File: src/inc/ignition_defs.svh
`ifndef IGNITION_DEFS_SVH
`define IGNITION_DEFS_SVH

// clock and one-second tick
`define CLK_PERIOD_NS 10
`define ONE_SEC_NS    1000000000

// times in seconds
`define HOLD_ENTRY_S  3
`define ADJ_IDLE_S    60
`define PS_WAIT_S     60
`define RELAY_DELAY_S 3
`define PREPURGE_S    30
`define RELAY_TEST_S  2
`define SPARK_S       13
`define PROVE_S       2
`define INTERPURGE_S  30
`define SOFT_LOCK_S   3600
`define HOUR_S        3600

// positions in the synchronised pin vector
`define PIN_HEAT   0
`define PIN_PS     1
`define PIN_FLAME  2
`define PIN_UP     3
`define PIN_DOWN   4
`define PIN_ITEM   5
`define PIN_LCLR   6

// positions in the parameter set
`define P_CUTOUT 4'h0
`define P_HYST   4'h1
`define P_OVRUN  4'h2
`define P_ODMAX  4'h3
`define P_ODMIN  4'h4
`define P_WMIN   4'h5
`define P_PFLOOR 4'h6
`define P_PCAP   4'h7
`define P_LCLR   4'h8
`define P_UNIT   4'h9

// defaults, minima and maxima (9-bit two's complement)
`define CUTOUT_DEF 9'h0B4
`define CUTOUT_MIN 9'h050
`define CUTOUT_MAX 9'h0BE
`define HYST_DEF   9'h00F
`define HYST_MIN   9'h00A
`define HYST_MAX   9'h01E
`define OVRUN_DEF  9'h03C
`define OVRUN_MAX  9'h078
`define ODMAX_DEF  9'h037
`define ODMAX_MIN  9'h028
`define ODMAX_MAX  9'h046
`define ODMIN_DEF  9'h000
`define ODMIN_MIN  9'h1D8
`define ODMIN_MAX  9'h028
`define WMIN_DEF   9'h08C
`define WMIN_MIN   9'h082
`define WMIN_MAX   9'h096
`define PFLOOR_DEF 9'h08C
`define PFLOOR_OFF 9'h077
`define PFLOOR_MAX 9'h0A0
`define PCAP_DEF   9'h002
`define PCAP_MIN   9'h001
`define PCAP_MAX   9'h00A

// readout codes
`define PH_IDLE  5'h01
`define PH_PSOPN 5'h02
`define PH_PSCLS 5'h03
`define PH_PURGE 5'h04
`define PH_SPARK 5'h06
`define PH_PROVE 5'h07
`define PH_RUN   5'h08
`define PH_INTER 5'h0A
`define PH_PSFC  5'h0B
`define PH_PSFO  5'h0C
`define PH_SOFT  5'h0D
`define PH_HARD  5'h0E
`define ERR_SOFT 8'h3E
`define TRIES_MAX 2'h2

`endif

File: src/inc/ignition_pkg.sv
package ignition_pkg;

  localparam int NPAR = 10;

  typedef enum logic [3:0] {
    SQ_IDLE, SQ_CIRC, SQ_PS_OPEN, SQ_PS_FAIL_CLOSED, SQ_PS_CLOSE, SQ_PS_FAIL_OPEN,
    SQ_PREPURGE, SQ_SPARK, SQ_PROVE, SQ_RUN, SQ_INTERPURGE, SQ_RELAY_DELAY,
    SQ_SOFT_LOCK, SQ_HARD_LOCK
  } seq_t;

  typedef enum logic [3:0] {
    RD_PHASE, RD_WATER, RD_TARGET, RD_CUTOUT, RD_HYST, RD_IONIZ, RD_HOURS,
    RD_FIRINGS, RD_ERROR
  } read_item_t;

  typedef enum logic [2:0] {UN_F, UN_C, UN_SEC, UN_MIN, UN_NONE} disp_unit_t;

  typedef logic [NPAR-1:0][8:0] par_set_t;

  // burner driver group
  typedef struct packed {
    logic inducer;
    logic gas;
    logic igniter;
    logic circ;
    logic relay_test;
    logic alarm;
    logic nv_lock;
  } drive_t;

  // three-screen display group
  typedef struct packed {
    logic [1:0]        screen;
    logic [4:0]        label;
    logic signed [11:0] value;
    disp_unit_t        unit;
  } disp_t;

  typedef struct packed {
    seq_t        seq;
    logic [11:0] secs;
    logic [31:0] tick_cnt;
    logic [1:0]  tries;
    logic        hot;
    logic [6:0]  ovr_left;
    logic        booted;
    logic        adj;
    logic        armed;
    logic [31:0] hold_cnt;
    logic [5:0]  idle_s;
    read_item_t  ritem;
    logic [3:0]  aitem;
    logic [2:0]  btn_prev;
    par_set_t    par;
    logic [11:0] hr_secs;
    logic [15:0] hours;
    logic [15:0] firings;
    drive_t      drv;
    logic [4:0]  code;
    logic [7:0]  err;
    disp_t       disp;
  } core_t;

endpackage

File: src/design/boiler_ignition_sequencer.sv
`timescale 1ns/10ps
`include "ignition_defs.svh"
module boiler_ignition_sequencer
  import ignition_pkg::*;
#(
  parameter int unsigned TICK_CLKS = `ONE_SEC_NS / `CLK_PERIOD_NS,
  parameter int unsigned HOLD_CLKS = `HOLD_ENTRY_S * (`ONE_SEC_NS / `CLK_PERIOD_NS)
) (
  input  wire logic               sys_clk,
  input  wire logic               reset_n,
  input  wire logic               heat_call_pin,
  input  wire logic               pressure_sw_pin,
  input  wire logic               flame_sense_pin,
  input  wire logic               btn_up_pin,
  input  wire logic               btn_down_pin,
  input  wire logic               btn_item_pin,
  input  wire logic               lockout_clear_pin,
  input  wire logic signed [8:0]  water_temp,
  input  wire logic signed [8:0]  operating_target,
  input  wire logic [7:0]         ionization_level,
  input  wire logic               outdoor_valid,
  input  wire logic               nv_lock_in,
  output drive_t                  burner,
  output logic [4:0]              phase_readout,
  output logic [7:0]              error_code,
  output disp_t                   display,
  output logic                    adjust_mode,
  output logic [8:0]              upper_temp_cutout,
  output logic [8:0]              cutout_hysteresis,
  output logic [8:0]              outdoor_design_max,
  output logic [8:0]              outdoor_design_min,
  output logic [8:0]              purge_floor_temp,
  output logic [8:0]              purge_time_cap
);
  localparam par_set_t PAR_RST = {9'h000, 9'h000, `PCAP_DEF, `PFLOOR_DEF, `WMIN_DEF,
                                  `ODMIN_DEF, `ODMAX_DEF, `OVRUN_DEF, `HYST_DEF, `CUTOUT_DEF};

  core_t       st_ff;
  core_t       nxt_st;
  logic [6:0]  pins;
  logic        tick;
  logic        heat;
  logic        ps;
  logic        flm;

  pin_sync #(.W(7)) u_sync (
    .sys_clk   (sys_clk),
    .reset_n   (reset_n),
    .pin_raw   ({lockout_clear_pin, btn_item_pin, btn_down_pin, btn_up_pin,
                 flame_sense_pin, pressure_sw_pin, heat_call_pin}),
    .pin_clean (pins)
  );

  assign tick = (st_ff.tick_cnt == 32'(TICK_CLKS - 1));
  assign heat = pins[`PIN_HEAT];
  assign ps   = pins[`PIN_PS];
  assign flm  = pins[`PIN_FLAME];

  function automatic logic signed [8:0] par_min(input logic [3:0] i);
    case (i)
      `P_CUTOUT: par_min = `CUTOUT_MIN;
      `P_HYST:   par_min = `HYST_MIN;
      `P_ODMAX:  par_min = `ODMAX_MIN;
      `P_ODMIN:  par_min = `ODMIN_MIN;
      `P_WMIN:   par_min = `WMIN_MIN;
      `P_PFLOOR: par_min = `PFLOOR_OFF;
      `P_PCAP:   par_min = `PCAP_MIN;
      default:   par_min = 9'h000;
    endcase
  endfunction

  function automatic logic signed [8:0] par_max(input logic [3:0] i);
    case (i)
      `P_CUTOUT: par_max = `CUTOUT_MAX;
      `P_HYST:   par_max = `HYST_MAX;
      `P_OVRUN:  par_max = `OVRUN_MAX;
      `P_ODMAX:  par_max = `ODMAX_MAX;
      `P_ODMIN:  par_max = `ODMIN_MAX;
      `P_WMIN:   par_max = `WMIN_MAX;
      `P_PFLOOR: par_max = `PFLOOR_MAX;
      `P_PCAP:   par_max = `PCAP_MAX;
      default:   par_max = 9'h001;
    endcase
  endfunction

  // fahrenheit to celsius; hysteresis is a span, so no offset there
  function automatic logic signed [11:0] to_c(input logic signed [11:0] f,
                                              input logic span);
    to_c = span ? (f * 12'sh005) / 12'sh009 : ((f - 12'sh020) * 12'sh005) / 12'sh009;
  endfunction

  function automatic logic signed [11:0] sx(input logic [8:0] v);
    sx = {{3{v[8]}}, v};
  endfunction

  always_comb
  begin : next_state
    seq_t       nseq;
    logic [2:0] prs;
    logic [2:0] rel;
    logic       all3;
    logic       anyb;
    logic       lclr;
    logic [3:0] ai;
    logic signed [8:0]  pv;
    logic signed [11:0] v;
    logic       cel;
    nseq = st_ff.seq;
    prs  = pins[5:3] & ~st_ff.btn_prev;
    rel  = ~pins[5:3] & st_ff.btn_prev;
    all3 = &pins[5:3];
    anyb = |pins[5:3];
    lclr = pins[`PIN_LCLR] | st_ff.par[`P_LCLR][0];
    ai   = st_ff.aitem;
    pv   = $signed(st_ff.par[ai]);
    v    = 12'sh000;
    cel  = st_ff.par[`P_UNIT][0];
    nxt_st = st_ff;
    nxt_st.tick_cnt = tick ? 32'h0 : st_ff.tick_cnt + 32'h1;
    nxt_st.booted   = 1'b1;
    nxt_st.btn_prev = pins[5:3];
    nxt_st.par[`P_LCLR] = 9'h000; // one-shot request, consumed this cycle

    // cutout with hysteresis against chattering on the limit
    if (water_temp > $signed(st_ff.par[`P_CUTOUT]))
      nxt_st.hot = 1'b1;
    else if ($signed({water_temp[8], water_temp}) + $signed({1'b0, st_ff.par[`P_HYST]})
             < $signed({1'b0, st_ff.par[`P_CUTOUT]}))
      nxt_st.hot = 1'b0;

    // button-gated entry into adjust mode
    nxt_st.hold_cnt = all3 ? st_ff.hold_cnt + 32'h1 : 32'h0;
    if (!st_ff.adj && all3 && st_ff.hold_cnt == 32'(HOLD_CLKS - 1))
    begin
      nxt_st.adj    = 1'b1;
      nxt_st.armed  = 1'b0;
      nxt_st.aitem  = `P_CUTOUT;
      nxt_st.idle_s = 6'h00;
    end
    else if (st_ff.adj)
    begin
      // buttons still held from entry must be released before they count
      if (!anyb)
        nxt_st.armed = 1'b1;
      if (anyb)
        nxt_st.idle_s = 6'h00;
      else if (tick && st_ff.idle_s == 6'(`ADJ_IDLE_S - 1))
        nxt_st.adj = 1'b0;
      else if (tick)
        nxt_st.idle_s = st_ff.idle_s + 6'h01;
      if (st_ff.armed && rel[2])
      begin
        nxt_st.aitem = (ai == `P_UNIT) ? `P_CUTOUT : ai + 4'h1;
        // purge settings only when the outdoor reading is bad
        if (outdoor_valid && ai == `P_WMIN)
          nxt_st.aitem = `P_LCLR;
      end
      else if (st_ff.armed && prs[0] && pv < par_max(ai))
        nxt_st.par[ai] = pv + 9'sh001;
      else if (st_ff.armed && prs[1] && pv > par_min(ai))
        nxt_st.par[ai] = pv - 9'sh001;
    end
    else if (rel[2] && !all3)
      nxt_st.ritem = (st_ff.ritem == RD_ERROR) ? RD_PHASE
                   : read_item_t'(st_ff.ritem + 4'h1);

    // burner sequence; later checks take priority
    case (st_ff.seq)
      SQ_IDLE:
      begin
        if (heat)
          nseq = st_ff.hot ? SQ_CIRC : SQ_PS_OPEN;
      end
      SQ_CIRC:
      begin
        if (!st_ff.hot)
          nseq = SQ_PS_OPEN;
        if (!heat)
          nseq = SQ_IDLE;
      end
      SQ_PS_OPEN:
      begin
        if (tick && st_ff.secs == 12'(`PS_WAIT_S - 1))
          nseq = SQ_PS_FAIL_CLOSED;
        if (!ps)
          nseq = SQ_PS_CLOSE;
        if (!heat)
          nseq = SQ_IDLE;
      end
      SQ_PS_FAIL_CLOSED:
      begin
        if (!ps)
          nseq = SQ_PS_CLOSE;
        if (!heat)
          nseq = SQ_IDLE;
      end
      SQ_PS_CLOSE, SQ_PS_FAIL_OPEN:
      begin
        if (st_ff.seq == SQ_PS_CLOSE && tick && st_ff.secs == 12'(`PS_WAIT_S - 1))
          nseq = SQ_PS_FAIL_OPEN;
        if (ps)
          nseq = SQ_PREPURGE;
        if (!heat)
          nseq = SQ_IDLE;
      end
      SQ_PREPURGE:
      begin
        if (tick && st_ff.secs == 12'(`PREPURGE_S - 1))
          nseq = SQ_SPARK;
        if (!heat || st_ff.hot)
          nseq = SQ_IDLE;
        if (!ps)
          nseq = SQ_RELAY_DELAY;
      end
      SQ_SPARK:
      begin
        if (tick && st_ff.secs == 12'(`SPARK_S - 1))
        begin
          if (flm)
            nseq = SQ_PROVE;
          else if (st_ff.tries == `TRIES_MAX)
            nseq = SQ_SOFT_LOCK;
          else
          begin
            nseq = SQ_INTERPURGE;
            nxt_st.tries = st_ff.tries + 2'h1;
          end
        end
        if (st_ff.hot)
          nseq = SQ_INTERPURGE;
        if (!heat)
          nseq = SQ_IDLE;
        if (!ps)
          nseq = SQ_RELAY_DELAY;
      end
      SQ_PROVE, SQ_RUN:
      begin
        if (st_ff.seq == SQ_PROVE && tick && st_ff.secs == 12'(`PROVE_S - 1))
        begin
          nseq = SQ_RUN;
          nxt_st.tries   = 2'h0;
          nxt_st.firings = st_ff.firings + 16'h0001;
        end
        if (!heat)
          nseq = SQ_IDLE;
        if (st_ff.hot || !flm)
          nseq = SQ_INTERPURGE;
      end
      SQ_INTERPURGE:
      begin
        if (tick && st_ff.secs == 12'(`INTERPURGE_S - 1))
          nseq = SQ_PREPURGE;
        if (!heat)
          nseq = SQ_IDLE;
      end
      SQ_RELAY_DELAY:
      begin
        if (tick && st_ff.secs == 12'(`RELAY_DELAY_S - 1))
          nseq = SQ_PS_FAIL_OPEN;
      end
      SQ_SOFT_LOCK:
      begin
        if (lclr || (tick && st_ff.secs == 12'(`SOFT_LOCK_S - 1)))
          nseq = SQ_IDLE;
      end
      SQ_HARD_LOCK:
      begin
        if (lclr)
          nseq = SQ_IDLE;
      end
      default:
        nseq = SQ_IDLE;
    endcase

    // stored lockout is restored on the first cycle after reset
    if (!st_ff.booted && nv_lock_in)
      nseq = SQ_HARD_LOCK;

    nxt_st.seq = nseq;
    if (nseq != st_ff.seq)
      nxt_st.secs = (nseq == SQ_PREPURGE && st_ff.seq == SQ_INTERPURGE)
                  ? 12'(`PREPURGE_S - `RELAY_TEST_S) : 12'h000;
    else if (tick)
      nxt_st.secs = st_ff.secs + 12'h001;
    if (nseq == SQ_IDLE && st_ff.seq inside {SQ_SOFT_LOCK, SQ_HARD_LOCK})
    begin
      nxt_st.tries = 2'h0;
      nxt_st.err   = 8'h00;
    end
    if (nseq == SQ_SOFT_LOCK)
      nxt_st.err = `ERR_SOFT;

    // drivers follow the next state so they line up with it
    nxt_st.drv.inducer = nseq inside {SQ_PS_CLOSE, SQ_PS_FAIL_OPEN, SQ_PREPURGE,
                                      SQ_SPARK, SQ_PROVE, SQ_RUN, SQ_INTERPURGE};
    nxt_st.drv.gas     = nseq inside {SQ_SPARK, SQ_PROVE, SQ_RUN};
    nxt_st.drv.igniter = (nseq == SQ_SPARK);
    nxt_st.drv.relay_test = (nseq == SQ_PREPURGE)
                          && (nxt_st.secs >= 12'(`PREPURGE_S - `RELAY_TEST_S));
    nxt_st.drv.alarm   = nseq inside {SQ_PS_FAIL_CLOSED, SQ_PS_FAIL_OPEN,
                                      SQ_SOFT_LOCK, SQ_HARD_LOCK};
    nxt_st.drv.nv_lock = (nseq == SQ_HARD_LOCK);

    // overrun reloads while the call stands outside soft or hard lockout, counts down otherwise
    if (heat && !(nseq inside {SQ_SOFT_LOCK, SQ_HARD_LOCK}))
      nxt_st.ovr_left = st_ff.par[`P_OVRUN][6:0];
    else if (tick && st_ff.ovr_left != 7'h00)
      nxt_st.ovr_left = st_ff.ovr_left - 7'h01;
    nxt_st.drv.circ = (nxt_st.ovr_left != 7'h00);

    case (nseq)
      SQ_IDLE, SQ_CIRC:       nxt_st.code = `PH_IDLE;
      SQ_PS_OPEN:             nxt_st.code = `PH_PSOPN;
      SQ_PS_CLOSE:            nxt_st.code = `PH_PSCLS;
      SQ_RELAY_DELAY:         nxt_st.code = `PH_PSCLS;
      SQ_PREPURGE:            nxt_st.code = `PH_PURGE;
      SQ_SPARK:               nxt_st.code = `PH_SPARK;
      SQ_PROVE:               nxt_st.code = `PH_PROVE;
      SQ_RUN:                 nxt_st.code = `PH_RUN;
      SQ_INTERPURGE:          nxt_st.code = `PH_INTER;
      SQ_PS_FAIL_CLOSED:      nxt_st.code = `PH_PSFC;
      SQ_PS_FAIL_OPEN:        nxt_st.code = `PH_PSFO;
      SQ_SOFT_LOCK:           nxt_st.code = `PH_SOFT;
      default:                nxt_st.code = `PH_HARD;
    endcase

    // run time in whole hours
    if (st_ff.seq == SQ_RUN && tick)
    begin
      nxt_st.hr_secs = (st_ff.hr_secs == 12'(`HOUR_S - 1)) ? 12'h000 : st_ff.hr_secs + 12'h001;
      if (st_ff.hr_secs == 12'(`HOUR_S - 1))
        nxt_st.hours = st_ff.hours + 16'h0001;
    end

    // display: label, value, unit, one screen per second
    if (tick)
      nxt_st.disp.screen = (st_ff.disp.screen == 2'h2) ? 2'h0 : st_ff.disp.screen + 2'h1;
    nxt_st.disp.unit = cel ? UN_C : UN_F;
    if (st_ff.adj)
    begin
      nxt_st.disp.label = {1'b1, ai};
      v = sx(st_ff.par[ai]);
      if (ai == `P_OVRUN)
        nxt_st.disp.unit = UN_SEC;
      else if (ai == `P_PCAP)
        nxt_st.disp.unit = UN_MIN;
      else if (ai >= `P_LCLR)
        nxt_st.disp.unit = UN_NONE;
      else if (cel && !(ai == `P_PFLOOR && st_ff.par[ai] == `PFLOOR_OFF))
        v = to_c(v, ai == `P_HYST);
    end
    else
    begin
      nxt_st.disp.label = {1'b0, st_ff.ritem};
      case (st_ff.ritem)
        RD_PHASE:   v = {7'h00, st_ff.code};
        RD_WATER:   v = sx(water_temp);
        RD_TARGET:  v = sx(operating_target);
        RD_CUTOUT:  v = sx(st_ff.par[`P_CUTOUT]);
        RD_HYST:    v = sx(st_ff.par[`P_HYST]);
        RD_IONIZ:   v = {4'h0, ionization_level};
        RD_HOURS:   v = st_ff.hours[11:0];
        RD_FIRINGS: v = st_ff.firings[11:0];
        default:    v = {4'h0, st_ff.err};
      endcase
      if (cel && st_ff.ritem inside {RD_WATER, RD_TARGET, RD_CUTOUT, RD_HYST})
        v = to_c(v, st_ff.ritem == RD_HYST);
      else if (!(st_ff.ritem inside {RD_WATER, RD_TARGET, RD_CUTOUT, RD_HYST}))
        nxt_st.disp.unit = UN_NONE;
    end
    nxt_st.disp.value = v;
  end

  always_ff @(posedge sys_clk)
  begin
    if (!reset_n)
    begin
      st_ff     <= '0;
      st_ff.par <= PAR_RST;
    end
    else
      st_ff <= nxt_st;
  end

  assign burner             = st_ff.drv;
  assign phase_readout      = st_ff.code;
  assign error_code         = st_ff.err;
  assign display            = st_ff.disp;
  assign adjust_mode        = st_ff.adj;
  assign upper_temp_cutout  = st_ff.par[`P_CUTOUT];
  assign cutout_hysteresis  = st_ff.par[`P_HYST];
  assign outdoor_design_max = st_ff.par[`P_ODMAX];
  assign outdoor_design_min = st_ff.par[`P_ODMIN];
  assign purge_floor_temp   = st_ff.par[`P_PFLOOR];
  assign purge_time_cap     = st_ff.par[`P_PCAP];

  // any button seen by the sequencer, for the quiet-exit check
  logic anyb_q;
  assign anyb_q = |pins[5:3];
endmodule // boiler_ignition_sequencer

File: src/design/pin_sync.sv
`timescale 1ns/10ps
module pin_sync #(
  parameter int W = 1
) (
  input  wire logic         sys_clk,
  input  wire logic         reset_n,
  input  wire logic [W-1:0] pin_raw,
  output logic      [W-1:0] pin_clean
);
  typedef struct packed {
    logic [W-1:0] s1;
    logic [W-1:0] s2;
    logic [W-1:0] s3;
    logic [W-1:0] clean;
  } sync_t;

  sync_t st_ff;
  sync_t nxt_st;

  // a bit moves only once stages two and three agree; stage one feeds stage two only
  always_comb
  begin
    nxt_st       = st_ff;
    nxt_st.s1    = pin_raw;
    nxt_st.s2    = st_ff.s1;
    nxt_st.s3    = st_ff.s2;
    nxt_st.clean = (~(st_ff.s2 ^ st_ff.s3) & st_ff.s3) | ((st_ff.s2 ^ st_ff.s3) & st_ff.clean);
  end

  always_ff @(posedge sys_clk)
  begin
    if (!reset_n)
      st_ff <= '0;
    else
      st_ff <= nxt_st;
  end

  assign pin_clean = st_ff.clean;
endmodule // pin_sync

File: config.mk
export PLATFORM = sky130hd
export DESIGN_NAME = boiler_ignition_sequencer
export DESIGN_NICKNAME = d
export VERILOG_FILES = /design/src/inc/ignition_pkg.sv /design/src/design/boiler_ignition_sequencer.sv /design/src/design/pin_sync.sv
export VERILOG_INCLUDE_DIRS = /design/src /design/src/inc
export SDC_FILE = /design/constraint.sdc
export NUM_CORES = 1
export LEC_CHECK = 0
export ABC_AREA = 1
export BUFFER_PORTS_ARGS = -buffer_cell sky130_fd_sc_hd__buf_2
export CELL_PAD_IN_SITES_DETAIL_PLACEMENT = 1
export CELL_PAD_IN_SITES_GLOBAL_PLACEMENT = 2
export CORE_MARGIN = 5
export CORE_UTILIZATION = 38
export DETAILED_ROUTE_END_ITERATION = 10
export HOLD_SLACK_MARGIN = 0.02
export PLACE_DENSITY_LB_ADDON = 0.1
export SYNTH_ARGS = -nofsm -noshare
export SYNTH_HDL_FRONTEND = slang
export SYNTH_SLANG_ARGS = --single-unit
File: constraint.sdc
create_clock -name sys_clk -period 16.4 [get_ports sys_clk]
set_input_delay 2.46 -clock sys_clk [delete_from_list [all_inputs] [get_ports sys_clk]]
set_output_delay 2.46 -clock sys_clk [all_outputs]
set_load 0.02 [all_outputs]
==> impl_metrics.json <==
{
  "grt_pass1_wl_um": 136000,
  "cts-hold-fix-buffers": 0,
  "post_cts_buffers": 0,
  "initial_core_util_pct": 38.4,
  "cpPeakStageDelay_ns": 0.78,
  "synthCells": 3501,
  "syn_to_final_growth_pct": 8.18,
  "dieHeight_um": 257,
  "post_drt_wl_per_cell_um": 20.3,
  "cp_max_fo": 18,
  "ys_top_cells_by_area": "dfxtp_1 (26%), nand2_1 (10%), ha_1 (7.8%)",
  "yosysTopAreaCell": "dfxtp_1",
  "min_period_ns": 11.32,
  "synth_top_flop_cell": "dfxtp_1",
  "skew_ns": 0.0205,
  "slowest_stage": "nor4_1",
  "hold_viol": 0,
  "outcome": "finished clean",
  "die_w_um": 257,
  "cts_root_buf": "clkbuf_16",
  "vias": 24000,
  "wl_um": 87700,
  "clk_pin_slew_worst_paths_ns": 0.05,
  "core-area_um2": 60400,
  "clock_path_buffers": 3,
  "synth_edf_count": 0,
  "numCtsBuffers": 38,
  "ios": 134,
  "end_kind": "flop",
  "arrival_ns": 11.73,
  "min_path_type": "flop to flop",
  "crit_required_ns": 16.81,
  "rows": 90,
  "synth_top_area_share_pct": 26.3,
  "drt_iter0_markers": 1655,
  "portBuffers": 129,
  "track_usage_pct": 25.4,
  "synth_warnings": 0,
  "tightestPinTransition_ns": 1.16,
  "first_pass_iters": 5,
  "cp-start-kind": "primary input",
  "clk_latency_ns": 0.56,
  "avgViaCountPerCell": 5.55,
  "gr-total-overflow": 0,
  "setup_viol": 0,
  "synth-seq-cells": 305,
  "setup_tns_ns": 0,
  "fin_crit_sh_pct": 69.0,
  "drc_errors": 0,
  "drive_gt1_share_pct": 11.4,
  "ys_seq_area_share_pct": 26.3,
  "fmax_mhz": 88.4,
  "relSlewSlack_pct": 22.1,
  "synth_area_um2": 23200,
  "grt_pass1_vias": 24300,
  "grt_max_degree": 70,
  "cap_violations": 0,
  "final_nets": 3692,
  "async_flop_share_pct": 0,
  "place.gp.congestion": 0.915,
  "synthDistinctLibCells": 76,
  "h-tree-depth": 2,
  "dp_hpwl_um": 68400,
  "cts_tree": "yes",
  "post_cts_resized": 0,
  "dp.cells": 4250,
  "p_leak_nw": 11.0,
  "hold_ws_ns": 0.416,
  "grt_antenna_before_repair": 6,
  "grt_setup_unrepaired": "false",
  "synth_common_cells": "nand2_1 (629), inv_1 (468), dfxtp_1 (305)",
  "path_class": "primary input to flop",
  "die_area_um2": 66100,
  "cts_sinks": 305,
  "syn_area_per_cell_um2": 6.62,
  "stdcell_count": 4317,
  "synth_most_common_cell": "nand2_1",
  "p_per_area_nw_per_um2": 101,
  "ant_nets": 0,
  "slew_viol_final": 0,
  "peakVddDrop_uv": 131,
  "cp_common_cell": "nand2_1"
}
[routing by layer]
metal | wire (µm) | GRT usage (%) | vias to the layer above | part of all wire, %
li1 | - | - | 11600 | -
met1 | 39500 | 33.7 | 11600 | 45
met2 | 40400 | 42.6 | 566 | 46
met3 | 4980 | 4.39 | 150 | 5.7
met4 | 2820 | 7.56 | 4 | 3.2
met5 | 27 | 0 | - | 0.031
[final cells by class]
cell class,count,area [µm²]
flip-flops and latches,305,6110
inverters,531,2000
repair buffers,150,806
clock inverters,12,95.1
diodes,2,5.00
well taps,782,978
fillers,7887,35300
clock buffers,53,1090
multi-input cells,2482,14000
[layout by cell type (no fill, tap or decap), types with 33 or more instances in the layout]
cell / synthesis / final
ha_1: 144 / 144
dfxtp_1: 305 / 305
nor3_1: 85 / 83
nor4_1: 33 / 33
inv_2: 47 / 47
buf_2: 3 / 128
nor2_1: 275 / 275
nand2_1: 629 / 629
xor2_1: 61 / 60
nand2_2: 48 / 48
nand4_1: 88 / 88
o22ai_1: 84 / 84
o21ai_0: 281 / 281
clkbuf_16: 0 / 39
inv_1: 468 / 468
a21oi_1: 259 / 259
nand3_1: 186 / 186
[critical path, delay by kind of cell]
family          cells  cell delay, ns
simple gates       47            5.75
fa+ha+maj           5            1.26
compound gates      5            0.99
buf+inv             9            0.76
xor+xnor            2            0.50
[path summary, 6_finish.rpt]
kind	startpoint	to	slack, ns	cells after the start
hold reg to reg	u_sync.nxt_st[16]	u_sync.nxt_st[9]	0.42	2
hold / removal	u_sync.nxt_st[16]	u_sync.nxt_st[9]	0.42	2
setup reg to reg	next_state.ai[1]	display[7]	5.26	70
setup / recovery	ionization_level[6]	display[7]	5.08	68
[power by group]
part	switching (mW)	internal, mW
Sequential	0.00789	0.749
Combinational	0.653	0.309
Clock	0.350	0.465
[per-stage QoR]
stage | total power [mW] | area, µm² | setup WS, ns | util, %
after floorplan | 1.53 | 23200 | 6.38 | -
after global placement | 1.68 | 23900 | 4.91 | 39.6
after detailed placement | 1.72 | 23900 | 4.55 | 39.6
after CTS | 2.55 | 25100 | 5.11 | 41.6
after global routing | 2.68 | 25100 | 4.14 | 41.6
final | 2.53 | 25100 | 5.08 | 41.6
[kinds of logic after synthesis]
family | Yosys count | share of synthesized area (%)
AO/OA/AOI/OAI | 799 | 19.7
XOR/XNOR | 75 | 2.93
adder cells (fa/ha/maj) | 147 | 8.03
buffers and inverters | 717 | 13.4
flip-flops | 305 | 26.3
multiplexers | 1 | 0.0432
other | 1 | 0.0162
AND/OR/NAND/NOR | 1456 | 29.6
Note: power is estimated with default switching activity, not from simulation.
